<file path="config.mk">
export PLATFORM = sky130hd
export DESIGN_NAME = port_a_pin_steering
export DESIGN_NICKNAME = d
export VERILOG_FILES = /design/src/hdl/pas_pkg.sv /design/src/hdl/pas_sync.sv /design/src/hdl/pas_pin_mux.sv /design/src/hdl/port_a_pin_steering.sv
export SDC_FILE = /design/constraint.sdc
export NUM_CORES = 1
export LEC_CHECK = 0
export ABC_AREA = 1
export ABC_CLOCK_PERIOD_IN_PS = 4140
export BUFFER_PORTS_ARGS = -buffer_cell sky130_fd_sc_hd__buf_2
export CORE_MARGIN = 2
export CORE_UTILIZATION = 33
export CTS_CLUSTER_SIZE = 12
export DETAILED_ROUTE_END_ITERATION = 7
export GPL_TIMING_DRIVEN = 0
export PLACE_DENSITY = 0.65
export REMOVE_ABC_BUFFERS = 1
export SLEW_MARGIN = 20
export SYNTH_ARGS = -nofsm -noshare
export SYNTH_HDL_FRONTEND = slang
export SYNTH_SLANG_ARGS = --single-unit
</file>
<file path="constraint.sdc">
create_clock -name clock -period 4.14 [get_ports clock]
set_clock_uncertainty 0.2 [all_clocks]
set_input_delay 1.242 -clock clock [delete_from_list [all_inputs] [get_ports clock]]
set_output_delay 1.242 -clock clock [all_outputs]
set_load 0.05 [all_outputs]
</file>
<file path="src/hdl/pas_pkg.sv">
// constants for the port A pin steering block: register map, fields, resets
// assumes an AXI4-Lite register bus with 32-bit data
package pas_pkg;
  localparam logic [3:0] OFS_PINS     = 4'h0;
  localparam logic [3:0] OFS_LATCH    = 4'h4;
  localparam logic [3:0] OFS_DIR      = 4'h8;
  localparam logic [3:0] OFS_ANALOG   = 4'hC;
  localparam logic [4:0] OFS_STEER    = 5'h10;
  localparam logic [4:0] OFS_PKG      = 5'h14;
  localparam int PORT_WIDTH = 8;
  localparam int ANALOG_BITS = 6;
  localparam logic [7:0] DIR_RESET    = 8'hFF;
  localparam logic [7:0] LATCH_RESET  = 8'h00;
  localparam logic [5:0] ANALOG_RESET = 6'h3F;
  localparam logic [6:0] STEER_RESET  = 7'h00;
  localparam int SEL_CAP2 = 0;
  localparam int SEL_SS = 1;
  localparam int SEL_COMP2 = 2;
  localparam int SEL_SRINV = 3;
  localparam int SEL_PWM2B = 4;
  localparam int SEL_TIMER1_GATE = 5;
  localparam int SEL_CAP3 = 6;
  localparam logic [1:0] RESP_OKAY   = 2'b00;
  localparam logic [1:0] RESP_SLVERR = 2'b10;
  typedef enum logic [1:0] {
    PAS_IDLE = 2'b01,
    PAS_RESP = 2'b10
  } pas_wstate_t;
endpackage

</file>
<file path="src/hdl/pas_sync.sv">
// two flip-flop synchroniser for the port A pin levels
// assumes pins are asynchronous to clock
`timescale 1ns/10ps
`default_nettype none
module pas_sync
  import pas_pkg::*;
(
  input  wire logic                  clock,
  input  wire logic                  rst,
  input  wire logic [PORT_WIDTH-1:0] din,
  output logic      [PORT_WIDTH-1:0] dout
);
  logic [PORT_WIDTH-1:0] stage1;
  always_ff @(posedge clock or posedge rst) begin
    if (rst) begin
      stage1 <= '0;
      dout   <= '0;
    end else begin
      stage1 <= din;
      dout   <= stage1;
    end
  end
endmodule
`default_nettype wire

</file>
<file path="src/hdl/pas_pin_mux.sv">
// per-pin output priority selection for port A
// assumes peripheral enables and data come from the same clock domain
`timescale 1ns/10ps
`default_nettype none
module pas_pin_mux
  import pas_pkg::*;
(
  input  wire logic [PORT_WIDTH-1:0] latch,
  input  wire logic [PORT_WIDTH-1:0] dir,
  input  wire logic                  pkg40,
  input  wire logic                  regCapOn0,
  input  wire logic                  regCapOn5,
  input  wire logic                  regCapOn6,
  input  wire logic [PORT_WIDTH-1:0] lcdEn,
  input  wire logic [PORT_WIDTH-1:0] lcdOut,
  input  wire logic                  lcdComEn2,
  input  wire logic                  lcdComOut2,
  input  wire logic                  lcdComEn3,
  input  wire logic                  lcdComOut3,
  input  wire logic                  srInvEn0,
  input  wire logic                  srInvEn5,
  input  wire logic                  srInvOut,
  input  wire logic                  srTrueEn,
  input  wire logic                  srTrueOut,
  input  wire logic                  comp2En0,
  input  wire logic                  comp2En5,
  input  wire logic                  comp2Out,
  input  wire logic                  comp1En,
  input  wire logic                  comp1Out,
  input  wire logic                  cap5En,
  input  wire logic                  cap5Out,
  input  wire logic                  dacEn,
  input  wire logic                  dac_output,
  input  wire logic                  oscOutEn,
  input  wire logic                  oscOut,
  input  wire logic                  clkOutEn,
  input  wire logic                  clock_output,
  input  wire logic                  oscInEn,
  output logic      [PORT_WIDTH-1:0] padOut,
  output logic      [PORT_WIDTH-1:0] padOe
);
  // peripherals own the driver; latch/direction apply only when none claims
  always_comb begin
    padOut = latch;
    padOe  = ~dir;
    // pin 0
    if (regCapOn0) begin
      padOut[0] = 1'b0;
      padOe[0] = 1'b0;
    end else if (lcdEn[0]) begin
      padOut[0] = lcdOut[0];
      padOe[0] = 1'b1;
    end else if (srInvEn0) begin
      padOut[0] = srInvOut;
      padOe[0] = 1'b1;
    end else if (comp2En0) begin
      padOut[0] = comp2Out;
      padOe[0] = 1'b1;
    end
    // pin 1
    if (lcdEn[1]) begin
      padOut[1] = lcdOut[1];
      padOe[1] = 1'b1;
    end
    // pin 2
    if (lcdComEn2) begin
      padOut[2] = lcdComOut2;
      padOe[2] = 1'b1;
    end else if (dacEn) begin
      padOut[2] = dac_output;
      padOe[2] = 1'b1;
    end
    // pin 3
    if (lcdComEn3 && !pkg40) begin
      padOut[3] = lcdComOut3;
      padOe[3] = 1'b1;
    end else if (lcdEn[3]) begin
      padOut[3] = lcdOut[3];
      padOe[3] = 1'b1;
    end
    // pin 4
    if (lcdEn[4]) begin
      padOut[4] = lcdOut[4];
      padOe[4] = 1'b1;
    end else if (srTrueEn) begin
      padOut[4] = srTrueOut;
      padOe[4] = 1'b1;
    end else if (comp1En) begin
      padOut[4] = comp1Out;
      padOe[4] = 1'b1;
    end else if (cap5En && !pkg40) begin
      padOut[4] = cap5Out;
      padOe[4] = 1'b1;
    end
    // pin 5
    if (regCapOn5) begin
      padOut[5] = 1'b0;
      padOe[5] = 1'b0;
    end else if (lcdEn[5]) begin
      padOut[5] = lcdOut[5];
      padOe[5] = 1'b1;
    end else if (srInvEn5) begin
      padOut[5] = srInvOut;
      padOe[5] = 1'b1;
    end else if (comp2En5) begin
      padOut[5] = comp2Out;
      padOe[5] = 1'b1;
    end
    // pin 6
    if (regCapOn6) begin
      padOut[6] = 1'b0;
      padOe[6] = 1'b0;
    end else if (oscOutEn) begin
      padOut[6] = oscOut;
      padOe[6] = 1'b1;
    end else if (clkOutEn) begin
      padOut[6] = clock_output;
      padOe[6] = 1'b1;
    end else if (lcdEn[6]) begin
      padOut[6] = lcdOut[6];
      padOe[6] = 1'b1;
    end
    // pin 7: the oscillator input takes the pin, driver off
    if (oscInEn) begin
      padOut[7] = 1'b0;
      padOe[7] = 1'b0;
    end else if (lcdEn[7]) begin
      padOut[7] = lcdOut[7];
      padOe[7] = 1'b1;
    end
  end
endmodule
`default_nettype wire

</file>
<file path="src/hdl/port_a_pin_steering.sv">
// port A GPIO with alternate-function steering, AXI4-Lite register slave
// assumes pads outside resolve padOut/padOe; peripherals share this clock
// What this block does
// - steering never changes any direction register
// - overrides follow the selected pin only
// - bit 6 moves capture three pin
// - bit 5 moves timer1 gate input
// - bit 4 moves PWM2 B output
// - bit 3 moves SR inverted output
// - bit 2 moves comparator two output
// - bit 1 moves slave select input
// - bit 0 moves capture two pin
// - bit 7 reads zero; reset clears steering
// - eight bidirectional bits, direction, latch, pin
// - direction one is input, zero drives latch
// - data read gives pins, write sets latch
// - port writes are read-modify-write
// - direction controls drivers on analog pins
// - analog pins read zero digitally
// - analog select leaves digital output alone
// - analog select resets to analog
// - highest enabled source owns the pin
// - analog mode still allows digital output drivers
// - priorities for pins zero, four, five
// - priorities for pins one, two, three, six, seven
`timescale 1ns/10ps
`default_nettype none
module port_a_pin_steering
  import pas_pkg::*;
(
  input  wire logic                  clock,
  input  wire logic                  rst,
  input  wire logic [4:0]            s_axi_awaddr,
  input  wire logic                  s_axi_awvalid,
  output logic                       s_axi_awready,
  input  wire logic [31:0]           s_axi_wdata,
  input  wire logic [3:0]            s_axi_wstrb,
  input  wire logic                  s_axi_wvalid,
  output logic                       s_axi_wready,
  output logic      [1:0]            s_axi_bresp,
  output logic                       s_axi_bvalid,
  input  wire logic                  s_axi_bready,
  input  wire logic [4:0]            s_axi_araddr,
  input  wire logic                  s_axi_arvalid,
  output logic                       s_axi_arready,
  output logic      [31:0]           s_axi_rdata,
  output logic      [1:0]            s_axi_rresp,
  output logic                       s_axi_rvalid,
  input  wire logic                  s_axi_rready,
  input  wire logic [PORT_WIDTH-1:0] padIn,
  output logic      [PORT_WIDTH-1:0] padOut,
  output logic      [PORT_WIDTH-1:0] padOe,
  input  wire logic                  pkg40,
  input  wire logic                  regCapOn0,
  input  wire logic                  regCapOn5,
  input  wire logic                  regCapOn6,
  input  wire logic [PORT_WIDTH-1:0] lcdEn,
  input  wire logic [PORT_WIDTH-1:0] lcdOut,
  input  wire logic                  lcdComEn2,
  input  wire logic                  lcdComOut2,
  input  wire logic                  lcdComEn3,
  input  wire logic                  lcdComOut3,
  input  wire logic                  srInvEn,
  input  wire logic                  srInvOut,
  input  wire logic                  srTrueEn,
  input  wire logic                  srTrueOut,
  input  wire logic                  comp2En,
  input  wire logic                  comp2Out,
  input  wire logic                  comp1En,
  input  wire logic                  comp1Out,
  input  wire logic                  cap5En,
  input  wire logic                  cap5Out,
  input  wire logic                  dacEn,
  input  wire logic                  dac_output,
  input  wire logic                  oscOutEn,
  input  wire logic                  oscOut,
  input  wire logic                  clkOutEn,
  input  wire logic                  clock_output,
  input  wire logic                  oscInEn,
  output logic                       ssPinSel0,
  output logic                       comp2PinSel0,
  output logic                       srInvPinSel0,
  output logic                       timer1GatePinSel,
  output logic                       pwm2bPinSel,
  output logic                       cap2PinSel,
  output logic                       cap3PinSel,
  output logic                       slaveSelectIn
);
  logic [PORT_WIDTH-1:0]  portALatch;
  logic [PORT_WIDTH-1:0]  portADir;
  logic [ANALOG_BITS-1:0] portAAnalog;
  logic [6:0]             altPinSteering;
  logic [PORT_WIDTH-1:0]  pinSync;
  logic [PORT_WIDTH-1:0]  pinDigital;
  logic [PORT_WIDTH-1:0]  analogMask;
  pas_wstate_t            wState;
  logic                   awHeld;
  logic                   wHeld;
  logic [4:0]             awAddr;
  logic [31:0]            wData;
  logic                   wStrb0;
  logic                   wFire;

  pas_sync u_sync (
    .clock (clock),
    .rst   (rst),
    .din   (padIn),
    .dout  (pinSync)
  );

  // pins 6 and 7 have no analog select; their mask bits stay zero
  assign analogMask = {2'b00, portAAnalog};
  assign pinDigital = pinSync & ~analogMask;

  function automatic logic [31:0] readWord(input logic [4:0] a);
    begin
      case (a)
        {1'b0, OFS_PINS}:   readWord = {24'h000000, pinDigital};
        {1'b0, OFS_LATCH}:  readWord = {24'h000000, portALatch};
        {1'b0, OFS_DIR}:    readWord = {24'h000000, portADir};
        {1'b0, OFS_ANALOG}: readWord = {26'h0000000, portAAnalog};
        OFS_STEER:          readWord = {25'h0000000, altPinSteering};
        default:            readWord = 32'h00000000;
      endcase
    end
  endfunction

  function automatic logic mapped(input logic [4:0] a);
    begin
      mapped = (a[1:0] == 2'b00) && (a <= OFS_STEER);
    end
  endfunction

  // write channels: address and data accepted in either order
  assign s_axi_awready = (wState == PAS_IDLE) && !awHeld;
  assign s_axi_wready  = (wState == PAS_IDLE) && !wHeld;
  assign wFire = (wState == PAS_IDLE) && awHeld && wHeld;

  always_ff @(posedge clock or posedge rst) begin
    if (rst) begin
      awHeld <= 1'b0;
      awAddr <= 5'h00;
    end else if (s_axi_awvalid && s_axi_awready) begin
      awHeld <= 1'b1;
      awAddr <= s_axi_awaddr;
    end else if (wFire) begin
      awHeld <= 1'b0;
    end
  end

  always_ff @(posedge clock or posedge rst) begin
    if (rst) begin
      wHeld  <= 1'b0;
      wData  <= 32'h00000000;
      wStrb0 <= 1'b0;
    end else if (s_axi_wvalid && s_axi_wready) begin
      wHeld  <= 1'b1;
      wData  <= s_axi_wdata;
      wStrb0 <= s_axi_wstrb[0];
    end else if (wFire) begin
      wHeld <= 1'b0;
    end
  end

  always_ff @(posedge clock or posedge rst) begin
    if (rst) begin
      wState       <= PAS_IDLE;
      s_axi_bvalid <= 1'b0;
      s_axi_bresp  <= RESP_OKAY;
    end else begin
      case (wState)
        PAS_IDLE: begin
          if (wFire) begin
            wState       <= PAS_RESP;
            s_axi_bvalid <= 1'b1;
            s_axi_bresp  <= mapped(awAddr) ? RESP_OKAY : RESP_SLVERR;
          end
        end
        PAS_RESP: begin
          if (s_axi_bready) begin
            wState       <= PAS_IDLE;
            s_axi_bvalid <= 1'b0;
          end
        end
        default: begin
          wState       <= PAS_IDLE;
          s_axi_bvalid <= 1'b0;
        end
      endcase
    end
  end

  // a write to either the pin or latch address lands in the latch; the
  // bus carries the full modified byte, so the stored value is the result
  always_ff @(posedge clock or posedge rst) begin
    if (rst) begin
      portALatch <= LATCH_RESET;
    end else if (wFire && wStrb0 &&
                 (awAddr == {1'b0, OFS_PINS} || awAddr == {1'b0, OFS_LATCH})) begin
      portALatch <= wData[7:0];
    end
  end

  always_ff @(posedge clock or posedge rst) begin
    if (rst) begin
      portADir <= DIR_RESET;
    end else if (wFire && wStrb0 && awAddr == {1'b0, OFS_DIR}) begin
      portADir <= wData[7:0];
    end
  end

  always_ff @(posedge clock or posedge rst) begin
    if (rst) begin
      portAAnalog <= ANALOG_RESET;
    end else if (wFire && wStrb0 && awAddr == {1'b0, OFS_ANALOG}) begin
      portAAnalog <= wData[ANALOG_BITS-1:0];
    end
  end

  always_ff @(posedge clock or posedge rst) begin
    if (rst) begin
      altPinSteering <= STEER_RESET;
    end else if (wFire && wStrb0 && awAddr == OFS_STEER) begin
      altPinSteering <= wData[6:0];
    end
  end

  // read channel: one outstanding read, data registered
  assign s_axi_arready = !s_axi_rvalid;
  always_ff @(posedge clock or posedge rst) begin
    if (rst) begin
      s_axi_rvalid <= 1'b0;
      s_axi_rdata  <= 32'h00000000;
      s_axi_rresp  <= RESP_OKAY;
    end else if (s_axi_arvalid && s_axi_arready) begin
      s_axi_rvalid <= 1'b1;
      s_axi_rdata  <= readWord(s_axi_araddr);
      s_axi_rresp  <= mapped(s_axi_araddr) ? RESP_OKAY : RESP_SLVERR;
    end else if (s_axi_rvalid && s_axi_rready) begin
      s_axi_rvalid <= 1'b0;
    end
  end

  // steering decode: peripherals see which candidate pin is live
  assign cap3PinSel       = altPinSteering[SEL_CAP3];
  assign timer1GatePinSel = altPinSteering[SEL_TIMER1_GATE];
  assign pwm2bPinSel      = altPinSteering[SEL_PWM2B];
  assign srInvPinSel0     = altPinSteering[SEL_SRINV];
  assign comp2PinSel0     = altPinSteering[SEL_COMP2];
  assign ssPinSel0        = altPinSteering[SEL_SS];
  assign cap2PinSel       = altPinSteering[SEL_CAP2];
  // slave select read through the analog mask of the chosen pin
  assign slaveSelectIn = ssPinSel0 ? pinDigital[0] : pinDigital[5];

  pas_pin_mux u_mux (
    .latch      (portALatch),
    .dir        (portADir),
    .pkg40      (pkg40),
    .regCapOn0  (regCapOn0),
    .regCapOn5  (regCapOn5),
    .regCapOn6  (regCapOn6),
    .lcdEn      (lcdEn),
    .lcdOut     (lcdOut),
    .lcdComEn2  (lcdComEn2),
    .lcdComOut2 (lcdComOut2),
    .lcdComEn3  (lcdComEn3),
    .lcdComOut3 (lcdComOut3),
    .srInvEn0   (srInvEn && srInvPinSel0),
    .srInvEn5   (srInvEn && !srInvPinSel0),
    .srInvOut   (srInvOut),
    .srTrueEn   (srTrueEn),
    .srTrueOut  (srTrueOut),
    .comp2En0   (comp2En && comp2PinSel0),
    .comp2En5   (comp2En && !comp2PinSel0),
    .comp2Out   (comp2Out),
    .comp1En    (comp1En),
    .comp1Out   (comp1Out),
    .cap5En     (cap5En),
    .cap5Out    (cap5Out),
    .dacEn      (dacEn),
    .dac_output     (dac_output),
    .oscOutEn   (oscOutEn),
    .oscOut     (oscOut),
    .clkOutEn   (clkOutEn),
    .clock_output     (clock_output),
    .oscInEn    (oscInEn),
    .padOut     (padOut),
    .padOe      (padOe)
  );
endmodule
`default_nettype wire

</file>
**Yosys cells after proc, flatten, opt, wreduce, memory -nomap -nowiden**

Cells that the tools add are included.

- Register bits: 101
- Latch bits: 0
- Bits in writable memories: 0
- Bits in read-only memories: 0
- Bits of input ports: 102
- Output and inout bits: 65
- Word-level logic and storage cells: 132
- Memories: 0

- Add/subtract/negate cells: 0
- Multiply operators: 0
- Divide/modulo/power cells: 0
- Magnitude comparators: 2
- Equal/unequal tests: 12
- Shifts and indexed selects: 0
- Multiplexer cells: 61
- Bitwise logic cells: 3
- Reductions and logical operators: 37

Operators by type and width:

| kind | count |
|---|---|
| two-way mux 1 bit | 54 |
| case mux 8 bit (5 select lines) | 1 |
| logical AND 1 bit | 21 |
| == test 5 x 4 -> 1 bit (second input constant) | 4 |
| == test 5 x 3 -> 1 bit (second input constant) | 2 |
| == test 5 bit (second input constant) | 2 |
| <= comparator 5 bit (second input constant) | 2 |
| logical NOT 5 bit | 2 |
| AND 8 bit | 1 |
| two-way mux 2 bit | 4 |
| NOT 6 -> 8 bit | 1 |
| NOT 8 bit | 1 |
| logical NOT 1 bit | 6 |
| nonzero test 2 bit | 3 |
| logical NOT 2 bit | 2 |
| inequality test 2 bit (second input constant) | 2 |
| case mux 2 bit (2 select lines) | 1 |
| AND reduction 2 bit | 2 |
| == test 2 x 1 -> 1 bit (second input constant) | 1 |
| == test 2 bit (second input constant) | 1 |
| case mux 1 bit (2 select lines) | 1 |
| logical OR 1 bit | 1 |

**Longest topological paths before layout**

Gate-level depths: netlist (run 1).

- Depth after elaboration: 6
- Mapped depth: 8
- Depth with buffers taken out: 7

**By module**

From an unflattened synthesis (run 1), not the netlist that was laid out.

- Cells, all modules: 437
- Area total of the unflattened synthesis: 3788.6 um2

By module, submodules not included:

| module | instances | cells each | area each (um2) |
|---|---|---|---|
| port_a_pin_steering | 1 | 351 | 3052.9 |
| pas_sync | 1 | 17 | 404.1 |
| pas_pin_mux | 1 | 69 | 331.6 |

**Worst setup path before layout (run 1)**

Ideal clock, no wire load.

- Path kind: input to output
- Start point: in lcdEn[7]
- End point: out padOut[7]
- Arrival: 2503 ps
- Data required time: 2698 ps
- Path slack: 195 ps
- Stages on the path: 3
- Buffers on the path: 0
- Path through: inv_1 > nor2_1 > a211oi_1

- Word-level cells in the longest chain between the ends: 2

Ends and longest elaborated chain:

| what | line | RTL |
|---|---|---|
| from (decl) | port_a_pin_steering.sv:57 | `input wire logic [PORT_WIDTH-1:0] lcdEn,` |
| two-way mux 1 bit | pas_pin_mux.sv:127 | `end else if (lcdEn[7]) begin` |
| two-way mux 1 bit | pas_pin_mux.sv:124 | `if (oscInEn) begin` |
| to (decl) | port_a_pin_steering.sv:51 | `output logic [PORT_WIDTH-1:0] padOut,` |

No other way between the ends.

**Worst setup path in the final report (run 1)**

- Start point: in pkg40
- End point: out padOut[4]

- Word-level cells in the longest chain between the ends: 6

Ends and longest elaborated chain:

| what | line | RTL |
|---|---|---|
| from (decl) | port_a_pin_steering.sv:53 | `input wire logic pkg40,` |
| logical NOT 1 bit | pas_pin_mux.sv:91 | `end else if (cap5En && !pkg40) begin` |
| logical AND 1 bit | pas_pin_mux.sv:91 |  |
| two-way mux 1 bit | pas_pin_mux.sv:91 |  |
| two-way mux 1 bit | pas_pin_mux.sv:88 | `end else if (comp1En) begin` |
| two-way mux 1 bit | pas_pin_mux.sv:85 | `end else if (srTrueEn) begin` |
| two-way mux 1 bit | pas_pin_mux.sv:82 | `if (lcdEn[4]) begin` |

No other way between the ends.

==> summary.txt, run 1 <==
Placed design
  • Post-DP HPWL: 6621 µm
  • Post-place setup slack: 0.6436 ns
  • Gpl congestion: 0.8355
  • Dpl cells: 666
  • # port buffers: 111

Global route
  • Vias in the first global route: 3173
  • Largest net degree at the start of global routing: 48
  • Total track usage: 15.40%
  • Initial antenna violation count: 0
  • GRT Residual Overflow: 0
  • First-pass GRT wire length: 15190 µm

Pwr
  • P_leak: 2.470 nW
  • Power per cell area: 676.7 nW/µm²
  • VDD IR max: 0.4930 mV

STA
  • Final setup fails: 0
  • Setup ws final: 0.6483 ns
  • Fin. max-slew vios: 0
  • Maximum clock frequency: 286.4 MHz
  • Unrepaired setup endpoints after global routing: false
  • Fin crit period: 3.492 ns
  • Relative slew slack: 59.61%
  • Final Hold Violating Endpoints: 0
  • Final Cycle Share: 84.34%
  • Least-Margin Pin Slew: 0.6052 ns

Critical path
  • Worst EP arrival: 2.05 ns
  • Critical path's slowest cell: buf_2
  • Worst r2r src: wState[0]
  • Worst path max stage delay: 0.28 ns
  • Crit path max fanout: 3
  • Worst Setup End Kind: primary output
  • Reg-to-Reg End: portALatch[2]
  • R2r worst-path depth: 7
  • Crit path kind: primary input to primary output
  • WP buf/inv: 3
  • CP startpoint kind: primary input
  • CP delay by family, top: buffers and inverters
  • CP required: 2.70 ns
  • Reg2reg setup slack: 2.35 ns
  • Worst-path cell chain: buf_2 > inv_1 > nand2_1 > nand2_1 > o211ai_1 > a31oi_1 > buf_2

Drt
  • Total number of vias: 3196
  • First-pass iteration count of the detailed router: 4
  • Drt total wl: 8965 µm
  • ANT nets after route: 0
  • 1st-iter DRT viols: 191
  • Wire per inst: 13.15 µm
  • Vias/cell: 4.686
  • Drc violations: 0

Floorplanning
  • FP Rows: 38
  • Initial core utilization: 34.19%
  • Die Y: 110.7 µm
  • IO Count: 167
  • Die ar.: 12250 µm²
  • Core box area: 10980 µm²
  • DIE WIDTH: 110.7 µm

Yosys
  • Area contributors post-synth: dfrtp_1 39%, dfstp_2 10%, nand2_1 8.9%, buf_4 5.8%, o21ai_2 5.1%
  • YS warnings: 0
  • Synthesis-stage register bit count: 74
  • Multiplexer area fraction after synthesis: 0.2666%
  • Post-synth top area share: 39.32%
  • Syn_area_per_cell: 8.814 µm²
  • XOR/XNOR Fraction of Synth Area: 0%
  • Sequential element share of the synthesized area: 49.82%
  • Compound-Gate Fraction of Synth Area: 13.73%
  • Post-Syn Area: 3755 µm²
  • Post-Synthesis Cells: 426
  • Synth unique cells: 31
  • Simple-gate share of the synthesized area: 23.13%
  • Dominant cell type by area after synthesis: dfrtp_1
  • Synth Area in Adders: 0%
  • Largest family of logic cells by synthesized area: simple AND/OR/NAND/NOR gates

CTS
  • Sink Count: 74
  • CTS clk-pin slew, worst paths: 0.06 ns
  • Number of buffers created by CTS: 9
  • CTS tree: built
  • Post-CTS Setup Bufs: 0
  • Clock Tree Buf Depth: 2
  • H-tree levels: 3
  • Worst skew pair latency: 0.34 ns
  • CTS hold repair buffers: 0
  • CTS root buf: clkbuf_16
  • CTS resizes: 0

Min path
  • Hold wc startpoint: u_sync.stage1[1]
  • Hold crit path type: register to register
  • Hold Path Sink: u_sync.dout[1]
  • Hold Path Stages: 0

Final layout
  • Final cell count without fillers: 682
  • Most common cell after layout, fill and taps aside: buf_2
  • Layout cells sized above 1: 34.13%
  • Commonest cells after routing, fill and taps aside: 111 x buf_2, 89 x nand2_1, 59 x dfrtp_1
  • Final Net Count: 639
  • # diodes: 0
  • P&R area growth vs syn: 24.76%

Run status
  • Status: complete, no violations

Flow run
  • Number of max-cap violations: 0
-- state kept, by name, indices dropped and copies added (netlist names), 5 cells and up --
| signal | count |
|---|---|
| u_sync.stage1 | 8 |
| wData | 8 |
| u_sync.dout | 8 |
| s_axi_rdata | 8 |
| portADir | 8 |
| awAddr | 5 |
| portALatch | 8 |
| altPinSteering | 7 |
| portAAnalog | 6 |
-- per-layer routing --
| layer | up-vias | global-route usage [%] | part of all wire (%) |
|---|---|---|---|
| li1 | 1573 | - | - |
| met1 | 1469 | 18.92 | 42 |
| met4 | 0 | 7.500 | 2.6 |
| met5 | - | 0 | 0 |
| met2 | 134 | 25.85 | 49 |
| met3 | 20 | 3.116 | 6.4 |
-- final cells by class --
| type | count | area [µm²] |
|---|---|---|
| Clock buffer | 10 | 239.0 |
| Sequential cell | 74 | 1871 |
| Tap cell | 140 | 175.2 |
| Timing Repair Buffer | 113 | 594.3 |
| Inverter | 52 | 197.7 |
| Clock inverter | 6 | 113.9 |
| Fill cell | 1080 | 6299 |
| Multi-Input combinational cell | 287 | 1494 |
-- cells in the mapped netlist --
cell type / count
nand2_2: 3
a21oi_1: 17
o21bai_1: 7
buf_6: 5
nor2_8: 1
nand3_4: 2
inv_1: 49
mux2i_1: 1
dfstp_2: 15
nand3_1: 14
nor2_1: 32
dfrtp_1: 59
a211oi_1: 1
a31oi_1: 6
nor2_2: 4
o211ai_1: 3
clkbuf_1: 2
nand3b_1: 3
nand2_1: 89
buf_4: 29
o21ai_1: 10
nor3_1: 2
nand3_2: 1
o21ai_0: 12
conb_1: 1
inv_2: 3
buf_2: 2
o21ai_2: 22
nand4_1: 27
o31ai_1: 1
nor2_4: 3
-- worst max-delay path by stage --
stage | cells after the start | from | endpoint
6_report | 7 | pkg40 | padOut[4]
5_1_grt | 7 | pkg40 | padOut[4]
4_1_cts | 7 | pkg40 | padOut[4]
3_5_place_dp | 7 | pkg40 | padOut[4]
3_3_place_gp | 2 | rst | wData[3]
2_1_floorplan | 3 | lcdEn[7] | padOut[7]
-- cells by family (layout without fill, tap and decap cells) --
group | Yosys count | in the layout
compound gates | 79 | 79
mux | 1 | 1
buf+inv | 90 | 181
other cells | 1 | 26
simple gates | 181 | 181
flops | 74 | 74
-- stage by stage --
stage	utilization [%]	area, µm²	setup TNS, ns	power [mW]	hold WS (ns)
floorplan	-	3557	0	1.985	0.1312
global placement	39.04	4288	-1.075	2.245	0.1365
detailed placement	39.44	4332	0	2.284	0.1364
CTS	42.65	4684	0	3.205	0.1494
global route	42.65	4684	0	3.361	0.1523
finish	42.65	4684	0	3.170	0.1475
-- power by group --
part	internal [mW]	leakage, nW	switching [mW]	total, mW
logic	0.288	1.42	0.818	1.11
registers	0.987	0.881	0.164	1.15
clock network	0.606	0.165	0.307	0.913
(Power assumes the default switching activity.)
==> inputs of run 2 (changes only) <==
--- a/config.mk
+++ b/config.mk
@@ -6,14 +6,14 @@
 export NUM_CORES = 1
 export LEC_CHECK = 0
 export ABC_AREA = 1
-export ABC_CLOCK_PERIOD_IN_PS = 4140
+export ABC_CLOCK_PERIOD_IN_PS = 3090
 export BUFFER_PORTS_ARGS = -buffer_cell sky130_fd_sc_hd__buf_2
 export CORE_MARGIN = 2
 export CORE_UTILIZATION = 33
 export CTS_CLUSTER_SIZE = 12
 export DETAILED_ROUTE_END_ITERATION = 7
 export GPL_TIMING_DRIVEN = 0
-export PLACE_DENSITY = 0.65
+export PLACE_DENSITY = 0.68
 export REMOVE_ABC_BUFFERS = 1
 export SLEW_MARGIN = 20
 export SYNTH_ARGS = -nofsm -noshare
==> constraint.sdc (replaced) <==
create_clock -name clock -period 3.09 [get_ports clock]
set_clock_uncertainty 0.2 [all_clocks]
set_input_delay 0.927 -clock clock [delete_from_list [all_inputs] [get_ports clock]]
set_output_delay 0.927 -clock clock [all_outputs]
set_load 0.05 [all_outputs]
==> run 2 against run 1 <==
  * Via count up 0.94%
  * Sequential power increased by 34%
  * Die area stayed put
  * Largest cell class unchanged
  * Worst hold slack is essentially flat
  * Utilization decreased by 0.38 points
==> summary.txt, run 2 (synthesis results as in run 1) <==
Run status
  • Status: complete, no violations (unchanged)

Critical path
  • Worst path max stage delay: 0.29 ns (was 0.28 ns)
  • Critical path's most frequent cell: nand2_1
  • Reg2reg setup slack: 1.30 ns (was 2.35 ns)
  • CP startpoint: comp2En (was pkg40)
  • CP required: 1.96 ns (was 2.70 ns)
  • Worst EP arrival: 1.76 ns (was 2.05 ns)
  • R2r worst-path depth: 7 (unchanged)
  • Worst-path cell chain: buf_2 > nand2_1 > nand2_1 > nand2_1 > o21ai_0 > a31oi_1 > buf_2 (was buf_2 > inv_1 > nand2_1 > nand2_1 > o211ai_1 > a31oi_1 > buf_2)
  • Critical path's slowest cell: buf_2 (unchanged)
  • CP startpoint kind: primary input (unchanged)
  • Crit path kind: primary input to primary output (unchanged)
  • Worst r2r src: wState[0] (unchanged)
  • Reg-to-Reg End: portALatch[0] (was portALatch[2])
  • Crit path max fanout: 3 (unchanged)
  • Worst Setup End Kind: primary output (unchanged)

Global route
  • First-pass GRT wire length: 14980 µm (was 15190 µm)
  • Total track usage: 15.09% (was 15.40%)
  • GRT Residual Overflow: 0 (unchanged)
  • Vias in the first global route: 3070 (was 3173)
  • Largest net degree at the start of global routing: 40 (was 48)
  • Initial antenna violation count: 0 (unchanged)

Floorplanning
  • DIE WIDTH: 110.7 µm (unchanged)
  • IO Count: 167 (unchanged)
  • Die Y: 110.7 µm (unchanged)
  • FP Rows: 38 (unchanged)
  • Initial core utilization: 34.19% (unchanged)
  • Core box area: 10980 µm² (unchanged)
  • Die ar.: 12250 µm² (unchanged)

STA
  • Fin crit period: 2.884 ns
  • Setup ws final: 0.2059 ns (was 0.6483 ns)
  • Final Cycle Share: 93.34%
  • Hold slack: 0.1476 ns (was 0.1475 ns)
  • Least-Margin Pin Slew: 0.6403 ns (was 0.6052 ns)
  • Maximum clock frequency: 346.7 MHz
  • Final setup fails: 0 (unchanged)
  • Relative slew slack: 57.27% (was 59.61%)
  • Fin. max-slew vios: 0 (unchanged)
  • Unrepaired setup endpoints after global routing: false (unchanged)
  • Final Hold Violating Endpoints: 0 (unchanged)

Drt
  • Drt total wl: 8932 µm (was 8965 µm)
  • Vias/cell: 4.730 (was 4.686)
  • 1st-iter DRT viols: 178 (was 191)
  • ANT nets after route: 0 (unchanged)
  • First-pass iteration count of the detailed router: 5 (was 4)
  • Total number of vias: 3226 (was 3196)
  • Drc violations: 0 (unchanged)
  • Wire per inst: 13.10 µm (was 13.15 µm)

Placed design
  • Cell Area, Placed: 4324 µm² (was 4332 µm²)
  • # port buffers: 111 (unchanged)
  • Post-place setup slack: 0.2438 ns (was 0.6436 ns)
  • Post-DP HPWL: 6696 µm (was 6621 µm)
  • Gpl congestion: 0.8533 (was 0.8355)

Final layout
  • # diodes: 0 (unchanged)
  • Layout cells sized above 1: 33.95% (was 34.13%)
  • Final core occ: 42.28% (was 42.65%)
  • Most common cell after layout, fill and taps aside: buf_2 (unchanged)
  • Filler Cell Count: 1099 (was 1080)
  • Commonest cells after routing, fill and taps aside: 111 x buf_2, 89 x nand2_1, 59 x dfrtp_1 (unchanged)
  • Final Net Count: 639 (unchanged)
  • Fin area: 4643 µm² (was 4684 µm²)
  • P&R area growth vs syn: 23.66% (was 24.76%)

Pwr
  • VDD IR max: 0.7880 mV (was 0.4930 mV)
  • P_leak: 2.455 nW (was 2.470 nW)
  • Power per cell area: 890.3 nW/µm² (was 676.7 nW/µm²)

Min path
  • Hold Path Stages: 0 (unchanged)
  • Hold crit path type: register to register (unchanged)
  • Hold wc startpoint: u_sync.stage1[5] (was u_sync.stage1[1])
  • Hold Path Sink: u_sync.dout[5] (was u_sync.dout[1])

Flow run
  • Number of max-cap violations: 0 (unchanged)

CTS
  • Sink Count: 74 (unchanged)
  • CTS resizes: 0 (unchanged)
  • CTS clk-pin slew, worst paths: 0.06 ns (about the same)
  • Post-CTS Setup Bufs: 0 (unchanged)
  • CTS tree: built (unchanged)
  • CTS hold repair buffers: 0 (unchanged)
  • Clock Tree Buf Depth: 2 (unchanged)
  • H-tree levels: 3 (unchanged)
  • Number of buffers created by CTS: 9 (unchanged)
  • Worst skew pair latency: 0.33 ns (was 0.34 ns)
  • CTS root buf: clkbuf_16 (unchanged)
-- run 2: power breakdown --
part / internal (mW) / total, mW / leakage, nW / switching (mW)
logic: 0.385 / 1.49 / 1.42 / 1.10
registers: 1.32 / 1.54 / 0.881 / 0.222
clock network: 0.709 / 1.10 / 0.153 / 0.393
-- run 2: routing by layer --
metal / vias to the layer above / track usage, % / routed length (µm)
met5: - / 0 / 0
met4: 0 / 4.667 / 89
met3: 9 / 3.773 / 542
met2: 139 / 26.22 / 4490
met1: 1508 / 18.46 / 3810
li1: 1570 / - / -
-- run 2: layout make-up --
cell class                      instances  area (µm²)  share of cell area [%]
Clock buffer                           10       229.0                   4.931
Multi-Input combinational cell        287        1494                   32.17
Clock inverter                          6       90.09                   1.940
Tap cell                              140       175.2                   3.773
Timing Repair Buffer                  113       586.8                   12.64
Inverter                               52       197.7                   4.258
Sequential cell                        74        1871                   40.29
-- run 2: stage by stage --
stage,power [mW],setup TNS [ns],instances
after detailed placement,3.062,0,666
final,4.134,0,682
after CTS,4.178,0,682
after global routing,4.392,0,682
after floorplan,2.660,-0.2303,413
after global placement,3.011,-46.01,664
-- run 2: worst max path at each step --
stage	end	slack [ns]
2_1_floorplan	padOut[7]	-0.22
3_3_place_gp	wData[3]	-0.72
3_5_place_dp	padOut[5]	0.24
4_1_cts	padOut[5]	0.24
5_1_grt	padOut[5]	0.12
6_report	padOut[5]	0.21
-- run 2: critical path: cells and delay by family --
kind	cells	cell delay, ns
AOI/OAI and AO/OA	2	0.24
and+or+nand+nor	3	0.19
buffers and inverters	2	0.40
==> inputs of run 3 (changes only) <==
--- a/config.mk
+++ b/config.mk
@@ -8,12 +8,15 @@
 export ABC_AREA = 1
 export ABC_CLOCK_PERIOD_IN_PS = 3090
 export BUFFER_PORTS_ARGS = -buffer_cell sky130_fd_sc_hd__buf_2
+export CAP_MARGIN = 25
+export CELL_PAD_IN_SITES_DETAIL_PLACEMENT = 0
+export CELL_PAD_IN_SITES_GLOBAL_PLACEMENT = 1
 export CORE_MARGIN = 2
-export CORE_UTILIZATION = 33
+export CORE_UTILIZATION = 31
 export CTS_CLUSTER_SIZE = 12
 export DETAILED_ROUTE_END_ITERATION = 7
 export GPL_TIMING_DRIVEN = 0
-export PLACE_DENSITY = 0.68
+export PLACE_DENSITY = 0.83
 export REMOVE_ABC_BUFFERS = 1
 export SLEW_MARGIN = 20
 export SYNTH_ARGS = -nofsm -noshare
==> run 3 against run 2 <==
  * Final cell count is 0.88% higher
  * Flip-flop and latch count stayed put
  * Non-clock buffer count stayed put
  * Global-route usage shrank 1.4 points
  * Critical path type unchanged
  * Largest power group unchanged
==> summary.txt, run 3 (synthesis results as in run 1) <==
Critical path
  • WP buf/inv: 3 (was 2)
  • CP startpoint kind: primary input (unchanged)
  • Critical path's slowest cell: buf_2 (unchanged)
  • Worst path max stage delay: 0.28 ns (was 0.29 ns)
  • CP required: 1.96 ns (about the same)
  • Crit path max fanout: 3 (unchanged)
  • Crit path kind: primary input to primary output (unchanged)
  • Worst-path cell chain: buf_2 > inv_1 > nand2_1 > nand2_1 > o211ai_1 > a31oi_1 > buf_2 (was buf_2 > nand2_1 > nand2_1 > nand2_1 > o21ai_0 > a31oi_1 > buf_2)
  • CP delay by family, top: buffers and inverters (unchanged)
  • Worst EP arrival: 1.73 ns (was 1.76 ns)
  • Worst Setup End Kind: primary output (unchanged)

Drt
  • Vias/cell: 4.621 (was 4.730)
  • 1st-iter DRT viols: 207 (was 178)
  • Wire per inst: 12.90 µm (was 13.10 µm)
  • Drt total wl: 8877 µm (was 8932 µm)
  • Total number of vias: 3179 (was 3226)
  • First-pass iteration count of the detailed router: 4 (was 5)
  • ANT nets after route: 0 (unchanged)
  • Drc violations: 0 (unchanged)

Final layout
  • Most common cell after layout, fill and taps aside: buf_2 (unchanged)
  • Layout cells sized above 1: 33.09% (was 33.95%)
  • P&R area growth vs syn: 22.23% (was 23.66%)
  • # diodes: 0 (unchanged)
  • Final cell count without fillers: 688 (was 682)
  • Commonest cells after routing, fill and taps aside: 111 x buf_2, 89 x nand2_1, 59 x dfrtp_1 (unchanged)
  • Filler Cell Count: 1215 (was 1099)
  • Final Net Count: 639 (unchanged)
  • Fin area: 4589 µm² (was 4643 µm²)

Global route
  • GRT Residual Overflow: 0 (unchanged)
  • Total track usage: 13.74% (was 15.09%)
  • Vias in the first global route: 2899 (was 3070)
  • First-pass GRT wire length: 13990 µm (was 14980 µm)
  • Initial antenna violation count: 0 (unchanged)
  • Largest net degree at the start of global routing: 50 (was 40)

Floorplanning
  • FP Rows: 40 (was 38)
  • Core box area: 11910 µm² (was 10980 µm²)
  • IO Count: 167 (unchanged)
  • Die ar.: 13010 µm² (was 12250 µm²)
  • Die Y: 114.1 µm (was 110.7 µm)
  • DIE WIDTH: 114.1 µm (was 110.7 µm)
  • Initial core utilization: 31.52% (was 34.19%)

Placed design
  • Cell Area, Placed: 4340 µm² (was 4324 µm²)
  • Post-DP HPWL: 6594 µm (was 6696 µm)
  • Gpl congestion: 0.8468 (was 0.8533)
  • Dpl cells: 673 (was 666)
  • Post-place setup slack: 0.2070 ns (was 0.2438 ns)
  • # port buffers: 111 (unchanged)

CTS
  • CTS resizes: 0 (unchanged)
  • Clock Tree Buf Depth: 2 (unchanged)
  • Sink Count: 74 (unchanged)
  • H-tree levels: 3 (unchanged)
  • Worst skew pair latency: 0.33 ns (about the same)
  • CTS clk-pin slew, worst paths: 0.05 ns (was 0.06 ns)
  • CTS tree: built (unchanged)
  • CTS hold repair buffers: 0 (unchanged)
  • Post-CTS Setup Bufs: 0 (unchanged)
  • CTS root buf: clkbuf_16 (unchanged)
  • Number of buffers created by CTS: 9 (unchanged)

Pwr
  • VDD IR max: 0.9028 mV (was 0.7880 mV)
  • Total Power: 3.940 mW (was 4.134 mW)
  • P_leak: 2.425 nW (was 2.455 nW)
  • Power per cell area: 858.6 nW/µm² (was 890.3 nW/µm²)

STA
  • Final Hold Violating Endpoints: 0 (unchanged)
  • Relative slew slack: 64.17% (was 57.27%)
  • Maximum clock frequency: 349.6 MHz (was 346.7 MHz)
  • Final setup fails: 0 (unchanged)
  • Fin crit period: 2.860 ns (was 2.884 ns)
  • Least-Margin Pin Slew: 0.5361 ns (was 0.6403 ns)
  • Final Cycle Share: 92.56% (was 93.34%)
  • Fin. max-slew vios: 0 (unchanged)
  • Unrepaired setup endpoints after global routing: false (unchanged)
  • Setup ws final: 0.2299 ns (was 0.2059 ns)
  • Hold slack: 0.1458 ns (was 0.1476 ns)

Min path
  • Hold crit path type: register to register (unchanged)

Run status
  • Status: complete, no violations (unchanged)

Flow run
  • Number of max-cap violations: 0 (unchanged)
[run 3: changes by cell type in the layout (fill, tap and decap cells not counted)]
cell	change
buf_16	+1
clkinvlp_4	-1
inv_6	-1
clkbuf_1	+4
clkinv_4	-1
bufinv_16	-2
buf_12	-1
[run 3: report_power, final]
part           total [mW]  internal [mW]  switching [mW]
combinational        1.49          0.386            1.10
clock               0.898          0.539           0.360
sequential           1.55           1.32           0.229
total                3.94           2.25            1.69
[run 3: stage by stage]
step                TNS (ns)  util (%)
detailed placement         0     36.44
floorplan            -0.2303         -
global placement      -45.19     36.07
global route               0     38.53
finish                     0     38.53
CTS                        0     38.53
[run 3: worst paths after layout]
| kind | slack [ns] | cells past startpoint | from | endpoint |
|---|---|---|---|---|
| setup / recovery | 0.23 | 7 | pkg40 | padOut[4] |
| hold / removal | 0.15 | 0 | u_sync.stage1[1] | u_sync.dout[1] |
| setup reg to reg | 1.31 | 7 | wState[0] | portALatch[1] |
| hold reg to reg | 0.15 | 0 | u_sync.stage1[1] | u_sync.dout[1] |
| max in group asynchronous | 1.71 | 3 | rst | portADir[0] |
| min in group asynchronous | 0.37 | 2 | rst | altPinSteering[6] |
[run 3: metal layers]
layer,vias to the layer above,global-route usage [%],share of wire [%]
met3,8,2.541,5.6
li1,1578,-,-
met4,0,5.772,1.2
met5,-,0,0
met1,1484,18.34,45
met2,109,22.02,48
[run 3: layout make-up]
type	count	area [µm²]	share of cell area [%]
Multi-Input combinational cell	287	1494	32.55
Timing Repair Buffer	113	594.3	12.95
Tap cell	147	183.9	4.008
Clock buffer	14	244.0	5.316
Inverter	52	197.7	4.308
Clock inverter	1	5.005	0.1091
Sequential cell	74	1871	40.76
